**config.mk**
```make
export PLATFORM = sky130hd
export DESIGN_NAME = fsp_ctrl
export DESIGN_NICKNAME = d
export VERILOG_FILES = /design/src/fsp_pkg.sv /design/src/fsp_ctrl.sv
export SDC_FILE = /design/constraint.sdc
export NUM_CORES = 1
export LEC_CHECK = 0
export BUFFER_PORTS_ARGS = -buffer_cell sky130_fd_sc_hd__buf_2
export CAP_MARGIN = 10
export CORE_UTILIZATION = 35
export DETAILED_ROUTE_END_ITERATION = 10
export SLEW_MARGIN = 20
export SYNTH_ARGS = -nofsm -noshare
export SYNTH_HDL_FRONTEND = slang
export SYNTH_SLANG_ARGS = --single-unit
```
**constraint.sdc**
```tcl
create_clock -name clk_sys -period 3.7 [get_ports clk_sys]
set_clock_uncertainty 0.15 [all_clocks]
set_input_delay 1.11 -clock clk_sys [delete_from_list [all_inputs] [get_ports clk_sys]]
set_output_delay 1.11 -clock clk_sys [all_outputs]
set_load 0.01 [all_outputs]
```
**src/fsp_pkg.sv**
```systemverilog
// package for the flash self-programming sequencer: map, fields, types
package fsp_pkg;

  // ---------------------------------------------------------------
  // flash geometry (word address of the program counter)
  // ---------------------------------------------------------------
  localparam int unsigned ADDR_W          = 15;
  localparam int unsigned PAGE_W          = 8;
  localparam int unsigned WORD_W          = 7;
  localparam logic [14:0] HALT_REGION_BASE = 15'h7000; // halting region starts here
  // boot section start per boot size setting 0..3
  localparam logic [14:0] BOOT_BASE_0     = 15'h7000;
  localparam logic [14:0] BOOT_BASE_1     = 15'h7800;
  localparam logic [14:0] BOOT_BASE_2     = 15'h7c00;
  localparam logic [14:0] BOOT_BASE_3     = 15'h7e00;

  // ---------------------------------------------------------------
  // control register codes (low seven bits)
  // ---------------------------------------------------------------
  localparam logic [6:0] CMD_PAGE_ERASE  = 7'h03;
  localparam logic [6:0] CMD_BUF_LOAD    = 7'h01;
  localparam logic [6:0] CMD_PAGE_WRITE  = 7'h05;
  localparam logic [6:0] CMD_LOCK_SET    = 7'h09;
  localparam logic [6:0] CMD_REENABLE    = 7'h11;
  localparam int unsigned CTRL_SPMEN     = 0;
  localparam int unsigned CTRL_REENABLE  = 4;
  localparam int unsigned CTRL_BUSY      = 6;
  localparam logic [2:0] ARM_WINDOW      = 3'h4;  // store op must follow within 4 cycles

  // ---------------------------------------------------------------
  // wishbone register map (byte addresses)
  // ---------------------------------------------------------------
  localparam logic [7:0] REG_CTRL   = 8'h00;
  localparam logic [7:0] REG_LOCK   = 8'h04;
  localparam logic [7:0] REG_STATUS = 8'h08;
  localparam logic [7:0] REG_IRQ    = 8'h0c;
  localparam logic [7:0] REG_MASK   = 8'h10;
  localparam logic [3:0] LOCK_RESET = 4'hf;  // all lock bits unprogrammed
  localparam int unsigned IRQ_DONE    = 0;
  localparam int unsigned IRQ_REJECT  = 1;
  localparam int unsigned IRQ_LOCKED  = 2;

  // ---------------------------------------------------------------
  // timing
  // ---------------------------------------------------------------
  localparam int unsigned CLK_HZ      = 40_000_000;
  localparam int unsigned PROG_TIME_US = 4000;
  localparam int unsigned PROG_CYCLES = (PROG_TIME_US * (CLK_HZ / 1_000_000));

  typedef enum logic [1:0] {
    FSP_IDLE  = 2'b00,
    FSP_ERASE = 2'b01,
    FSP_WRITE = 2'b11
  } fsp_state_e;

  // store-program request from the core
  typedef struct packed {
    logic        valid;
    logic [14:0] pc;
    logic [14:0] z;
    logic [15:0] data;
  } fsp_req_s;

  // command to the flash array
  typedef struct packed {
    logic        erase;
    logic        write;
    logic [14:0] page_addr;
  } fsp_flash_s;
endpackage

```
**src/fsp_ctrl.sv**
```systemverilog
// flash self-programming sequencer with read-while-write control
//
// Contract
// - store op is rejected when the issuing code sits in the application section
// - store op from boot section may target any page, boot pages included
// - boot size fuses set the boundary between application and boot sections
// - programming the concurrent-read region keeps the core running
// - programming the halting region stalls the core and blocks every flash read
// - boot section always lies inside the halting region
// - busy flag reads one while the concurrent-read region is blocked
// - two independent lock sets, application and boot
// - lock bits set by software or programmer; cleared only by chip erase (reset here also reloads them unprogrammed)
// - general lock modes have no say over self-programming
// - command code written, then store op within four cycles
// - page buffer clears after page write, re-enable write, or reset
//
// Added by the designer: the Wishbone interface to the registers and the register offsets.
`timescale 1ns/1ps
module fsp_ctrl #(
  parameter int unsigned PROG_CYCLES_P = fsp_pkg::PROG_CYCLES
) (
  input  wire logic             clk_sys,
  input  wire logic             reset,
  // wishbone classic slave
  input  wire logic             wb_cyc_i,
  input  wire logic             wb_stb_i,
  input  wire logic             wb_we_i,
  input  wire logic [7:0]       wb_adr_i,
  input  wire logic [3:0]       wb_sel_i,
  input  wire logic [31:0]      wb_dat_i,
  output logic      [31:0]      wb_dat_o,
  output logic                  wb_ack_o,
  // core side
  input  wire fsp_pkg::fsp_req_s store_req,
  input  wire logic [1:0]       boot_size_fuses,
  input  wire logic [1:0]       general_lock_mode,
  input  wire logic             chip_erase,
  input  wire logic             prog_lock_wr,
  input  wire logic [3:0]       prog_lock_val,
  output logic                  cpu_halt,
  output logic                  rww_read_block,
  output fsp_pkg::fsp_flash_s   flash_cmd,
  output logic [15:0]           buf_word,
  output logic                  irq
);

  localparam logic [21:0] PROG_CNT = 22'(PROG_CYCLES_P);

  // ---------------------------------------------------------------
  // state
  // ---------------------------------------------------------------
  typedef struct packed {
    fsp_pkg::fsp_state_e st;
    logic [6:0]          ctrl;
    logic [2:0]          arm;
    logic                busy_flag;
    logic                halt;
    logic [21:0]         cnt;
    logic [3:0]          lock;
    logic [2:0]          irq_stat;
    logic [2:0]          irq_mask;
    logic [127:0]        buf_vld;
    fsp_pkg::fsp_flash_s fcmd;
    logic [31:0]         rdata;
    logic                ack;
    logic                irq;
    logic [15:0]         bword;
  } fsp_regs_s;

  fsp_regs_s q;
  fsp_regs_s d;

  logic [15:0] buf_mem [0:127];

  // boot section start from the boot size fuses
  function automatic logic [14:0] boot_base(input logic [1:0] sz);
    case (sz)
      2'h0:    boot_base = fsp_pkg::BOOT_BASE_0;
      2'h1:    boot_base = fsp_pkg::BOOT_BASE_1;
      2'h2:    boot_base = fsp_pkg::BOOT_BASE_2;
      default: boot_base = fsp_pkg::BOOT_BASE_3;
    endcase
  endfunction

  // locked means lock bit pair not both unprogrammed (one blocks self-writes)
  function automatic logic sect_locked(input logic [1:0] lk);
    sect_locked = (lk != 2'h3);
  endfunction

  logic        wb_req;
  logic        in_boot;
  logic        tgt_boot;
  logic        tgt_halt;
  logic        locked;
  logic [6:0]  widx;
  logic [2:0]  irq_w1c;
  logic [2:0]  irq_evt;
  logic        buf_clr;
  logic        buf_wr;

  // ---------------------------------------------------------------
  // next state
  // ---------------------------------------------------------------
  always_comb begin
    d        = q;
    wb_req   = wb_cyc_i && wb_stb_i && !q.ack;
    in_boot  = store_req.pc >= boot_base(boot_size_fuses);
    tgt_boot = store_req.z >= boot_base(boot_size_fuses);
    // fuse table keeps every boot base at or above the fixed halting base
    tgt_halt = store_req.z >= fsp_pkg::HALT_REGION_BASE;
    // general_lock_mode deliberately unused here
    locked   = tgt_boot ? sect_locked(q.lock[3:2])
                        : sect_locked(q.lock[1:0]);
    widx     = store_req.z[fsp_pkg::WORD_W-1:0];
    irq_w1c  = 3'h0;
    irq_evt  = 3'h0;
    buf_clr  = 1'b0;
    buf_wr   = 1'b0;
    d.ack    = wb_req;
    d.fcmd.erase = 1'b0;
    d.fcmd.write = 1'b0;
    if (q.arm != 3'h0) begin
      d.arm = q.arm - 3'h1;
    end

    // -------------------------------------------------------------
    // bus writes
    // -------------------------------------------------------------
    if (wb_req && wb_we_i && wb_sel_i[0]) begin
      case (wb_adr_i)
        fsp_pkg::REG_CTRL: begin
          if (q.st == fsp_pkg::FSP_IDLE) begin
            d.ctrl = wb_dat_i[6:0];
            d.arm  = fsp_pkg::ARM_WINDOW;
          end
        end
        fsp_pkg::REG_IRQ:  irq_w1c = wb_dat_i[2:0];
        fsp_pkg::REG_MASK: d.irq_mask = wb_dat_i[2:0];
        default: ;
      endcase
    end

    // -------------------------------------------------------------
    // store operation from the core
    // -------------------------------------------------------------
    if (store_req.valid && q.st == fsp_pkg::FSP_IDLE && q.arm != 3'h0) begin
      d.arm  = 3'h0;
      d.ctrl = 7'h00;
      if (!in_boot) begin
        irq_evt[fsp_pkg::IRQ_REJECT] = 1'b1;
      end else begin
        case (q.ctrl)
          fsp_pkg::CMD_BUF_LOAD: begin
            buf_wr = !q.buf_vld[widx];
            d.buf_vld[widx] = 1'b1;
          end
          fsp_pkg::CMD_PAGE_ERASE, fsp_pkg::CMD_PAGE_WRITE: begin
            if (locked) begin
              irq_evt[fsp_pkg::IRQ_LOCKED] = 1'b1;
            end else begin
              // any page reachable, boot pages too
              d.fcmd.page_addr = store_req.z;
              d.fcmd.erase = (q.ctrl == fsp_pkg::CMD_PAGE_ERASE);
              d.fcmd.write = (q.ctrl == fsp_pkg::CMD_PAGE_WRITE);
              d.st   = (q.ctrl == fsp_pkg::CMD_PAGE_ERASE) ? fsp_pkg::FSP_ERASE
                                                           : fsp_pkg::FSP_WRITE;
              d.cnt  = PROG_CNT;
              d.busy_flag = 1'b1;
              d.halt = tgt_halt;
            end
          end
          fsp_pkg::CMD_LOCK_SET: d.lock = q.lock & store_req.data[5:2];
          fsp_pkg::CMD_REENABLE: begin
            if (!q.busy_flag || q.st == fsp_pkg::FSP_IDLE) begin
              d.busy_flag = 1'b0;
            end
            buf_clr = 1'b1;
          end
          default: ;
        endcase
      end
    end

    // -------------------------------------------------------------
    // programming timer
    // -------------------------------------------------------------
    case (q.st)
      fsp_pkg::FSP_IDLE: ;
      fsp_pkg::FSP_ERASE, fsp_pkg::FSP_WRITE: begin
        if (q.cnt <= 22'h1) begin
          d.st   = fsp_pkg::FSP_IDLE;
          d.halt = 1'b0;
          irq_evt[fsp_pkg::IRQ_DONE] = 1'b1;
          buf_clr = (q.st == fsp_pkg::FSP_WRITE);
        end else begin
          d.cnt = q.cnt - 22'h1;
        end
      end
      default: d.st = fsp_pkg::FSP_IDLE;
    endcase

    // -------------------------------------------------------------
    // programmer path: lock bits set by programmer, cleared by chip erase or by reset
    // -------------------------------------------------------------
    if (prog_lock_wr) begin
      d.lock = d.lock & prog_lock_val;
    end
    if (chip_erase) begin
      d.lock = fsp_pkg::LOCK_RESET;
    end
    if (buf_clr) begin
      d.buf_vld = '0;
    end

    // -------------------------------------------------------------
    // interrupt status
    // -------------------------------------------------------------
    // write-one-to-clear; a new event in the same cycle wins, even on a set bit,
    // so software never loses an event that races its own clear
    d.irq_stat = (q.irq_stat & ~irq_w1c) | irq_evt;
    d.irq   = |(d.irq_stat & d.irq_mask);
    d.bword = buf_wr ? store_req.data : q.bword;

    // -------------------------------------------------------------
    // read mux
    // -------------------------------------------------------------
    d.rdata = 32'h0;
    case (wb_adr_i)
      fsp_pkg::REG_CTRL:   d.rdata = {25'h0, q.busy_flag, q.ctrl[5:0]};
      fsp_pkg::REG_LOCK:   d.rdata = {28'h0, q.lock};
      fsp_pkg::REG_STATUS: d.rdata = {29'h0, q.halt, q.st};
      fsp_pkg::REG_IRQ:    d.rdata = {29'h0, q.irq_stat};
      fsp_pkg::REG_MASK:   d.rdata = {29'h0, q.irq_mask};
      default:             d.rdata = 32'h0;
    endcase
  end

  // ---------------------------------------------------------------
  // registers
  // ---------------------------------------------------------------
  always_ff @(posedge clk_sys) begin
    if (reset) begin
      q          <= '0;
      q.st       <= fsp_pkg::FSP_IDLE;
      q.lock     <= fsp_pkg::LOCK_RESET;
    end else begin
      q <= d;
    end
  end

  // page buffer storage; valid bits above gate rewrites
  always_ff @(posedge clk_sys) begin
    if (buf_wr) begin
      buf_mem[widx] <= store_req.data;
    end
  end

  // ---------------------------------------------------------------
  // outputs
  // ---------------------------------------------------------------
  assign wb_dat_o       = q.rdata;
  assign wb_ack_o       = q.ack;
  assign cpu_halt       = q.halt;
  assign rww_read_block = q.busy_flag;
  assign flash_cmd      = q.fcmd;
  assign buf_word       = q.bword;
  assign irq            = q.irq;

endmodule

```
==> flow_metrics.tcl <==
set metrics [dict create \
    setup-tns-final_ns 0 \
    ys_types 70 \
    hold_viol 0 \
    drv_slew 0 \
    num_io_pins 175 \
    cp.required_ns 3.94 \
    leakage_nw 4.93 \
    cp_slowest_cell "a31oi_1" \
    clock_tree.buffer_depth 3 \
    holdWs_ns 0.302 \
    synth_top_cells_by_count "dfxtp_1 (216), nor2_1 (209), a21oi_1 (149)" \
    yosys.cell_count.top_type "dfxtp_1" \
    drive_gt1_share_pct 21.2 \
    grt_pass1_wl_um 40600 \
    routed_via_density 5.03 \
    antenna_found_initial 0 \
    die_x_um 170 \
    tritoncts "done" \
    placed_area_um2 10900 \
    num_vias 8289 \
    irDropWorstVdd_mv 0.355 \
    grt.total_usage_pct 17.3 \
    setup_ws_ns 0.189 \
    hpwl_um 17600 \
    syn_area_um2 9890 \
    gp_congestion 0.849 \
    yosysWarnings 0 \
    htreeDepth 1 \
    crit_top_cell "buf_4" \
    yosys-top-cells-area "dfxtp_1 (44%), nor2_1 (7.9%), a21oi_1 (7.5%), mux2i_1 (6.1%), buf_4 (5.0%)" \
    clk_pin_slew_ns 0.06 \
    seq_area_frac_synth_pct 43.7 \
    synth_ff_type "dfxtp_1" \
    cts_hold_buf 0 \
    rsz0062_at_grt "no" \
    setup_violations 0 \
    max_freq_ghz 0.285 \
    clockRootBuffer "clkbuf_16" \
    final_nets 1368 \
    die_h_um 170 \
    grt_overflow 0 \
    cts.sinks 216 \
    max_stage_delay_ns 0.39 \
    synth-edff-count 0 \
    ys_ff_latch 216 \
    diodes 0 \
    dieArea_um2 28900 \
    syn_inst 1139 \
    portBuffers 119 \
    worstMarginPinSlew_ns 0.838 \
    grt_max_degree 78 \
    cap_violations 0 \
    hp-class "register to register" \
    cts-resized-gates 0 \
    row_count 61 \
    critical_path.cell_chain "buf_2 -> buf_4 -> nor3_1 -> buf_4 -> nand4_1 -> a31oi_1 -> mux2i_1 -> nor2b_2 -> buf_4 -> mux2i_1 -> nor2_1" \
    critPathMaxFanout 16 \
    status "finished, final reports clean" \
    final_cell_area_um2 11800 \
    area_delta_synth_final_pct 19.3 \
    cp-end-kind "register" \
    fin_crit_sh_pct 94.9 \
    synth_top_area_share_pct 43.7 \
    place_ws_ns -0.309 \
    core_um2 27800 \
    remaining_drc_errors 0 \
    wl_um 25400 \
    syn_area_per_cell_um2 8.69 \
    async_reset_ff_share_pct 0 \
    critPathKind "input port to register" \
    max_slew_margin_pct 43.7 \
    initial_utilization_pct 35.6 \
    powerDensity_nw_per_um2 448 \
    cts_setup_buffers 0 \
    cts_made_buffers 25 \
    yosysTopAreaCell "dfxtp_1" \
    instances_no_fill 1647 \
    final.min_clock_period_ns 3.51 \
    cp.arrival_ns 3.76 \
    firstDrtPassIters 5 \
    post-place-cells 1602 \
    grt_pass1_vias 7854 \
    drt_iter0_drc 420 \
    ant_nets 0 \
    routedWlPerCell_um 15.4 \
    clk_latency_ns 0.53 \
    critical_path.startpoint_type "input port" \
]
[through the flow]
step | power (W) | util [%]
finish | 0.00529 | 42.5
global route | 0.00548 | 42.5
CTS | 0.00535 | 42.5
detailed placement | 0.00278 | 39.4
global placement | 0.00278 | 39.4
floorplan | 0.00265 | -
[worst paths after layout]
kind,start,end,slack (ns),cells past startpoint
min,wb_ack_o,wb_ack_o,0.30,1
max,store_req[17],flash_cmd[3],0.19,11
min reg2reg,wb_ack_o,wb_ack_o,0.30,1
max reg2reg,q[229],q[107],0.78,11
[state kept, by name, summed over array words and instances (netlist names)]
| name | count |
|---|---|
| q | 172 |
| flash_cmd | 17 |
| wb_dat_o | 7 |
| irq | 1 |
| cpu_halt | 1 |
| rww_read_block | 1 |
| wb_ack_o | 1 |
| buf_word | 16 |
[worst max-delay path, delay by kind of cell]
| family | cells | cell delay, ns |
|---|---|---|
| buffers and inverters | 4 | 0.93 |
| AND/OR/NAND/NOR | 4 | 0.68 |
| multiplexers | 2 | 0.62 |
| AO/OA/AOI/OAI | 1 | 0.39 |
[layout make-up]
type                       instances  area, um2
clock buffer                      33        686
timing repair buffer             197       1280
tap                              378        473
fill                            2841      16000
multi-input combinational        793       4800
clock inverter                    12        175
inverter                          18       67.6
sequential                       216       4320
[cell families after synthesis]
logic type,after synthesis,synth area share [%]
and+or+nand+nor,412,20.0
AOI/OAI and AO/OA,249,14.9
DFF,216,43.7
buffers and inverters,154,8.93
muxes,86,10.2
adders and majority gates,11,1.39
xor gates and xnor gates,10,0.885
other,1,0.0379
[metal layers]
layer	up-vias	track usage, %	wire length, um
met5	-	0	0
met4	0	4.74	594
met3	42	2.72	1420
met2	237	29.6	11700
met1	3900	22.5	11700
li1	4110	-	-
[where the power goes]
| group | switching (W) | internal, W | leakage (nW) |
|---|---|---|---|
| clock network | 0.000978 | 0.00158 | 0.413 |
| logic | 0.000229 | 0.000152 | 2.78 |
| registers | 0.00000811 | 0.00234 | 1.74 |
| total | 0.00122 | 0.00408 | 4.93 |
[cells in the final DEF (no fill, tap or decap), drive strengths merged, types with 4 or more instances in the layout]
cell type / n
a211oi: 4
a21oi: 150
a221oi: 6
a22oi: 9
a311oi: 8
a31oi: 10
and2: 6
and3: 5
and4: 4
buf: 197
bufinv: 4
clkbuf: 33
conb: 25
dfxtp: 216
ha: 11
inv: 20
mux2: 17
mux2i: 60
mux4: 9
nand2: 46
nand2b: 39
nand3: 15
nand3b: 7
nand4: 5
nor2: 210
nor2b: 13
nor3: 33
nor4: 5
nor4b: 4
o21a: 4
o21ai: 24
o221ai: 6
or3: 8
xnor2: 8
Note: power is estimated with default switching activity, not from simulation.
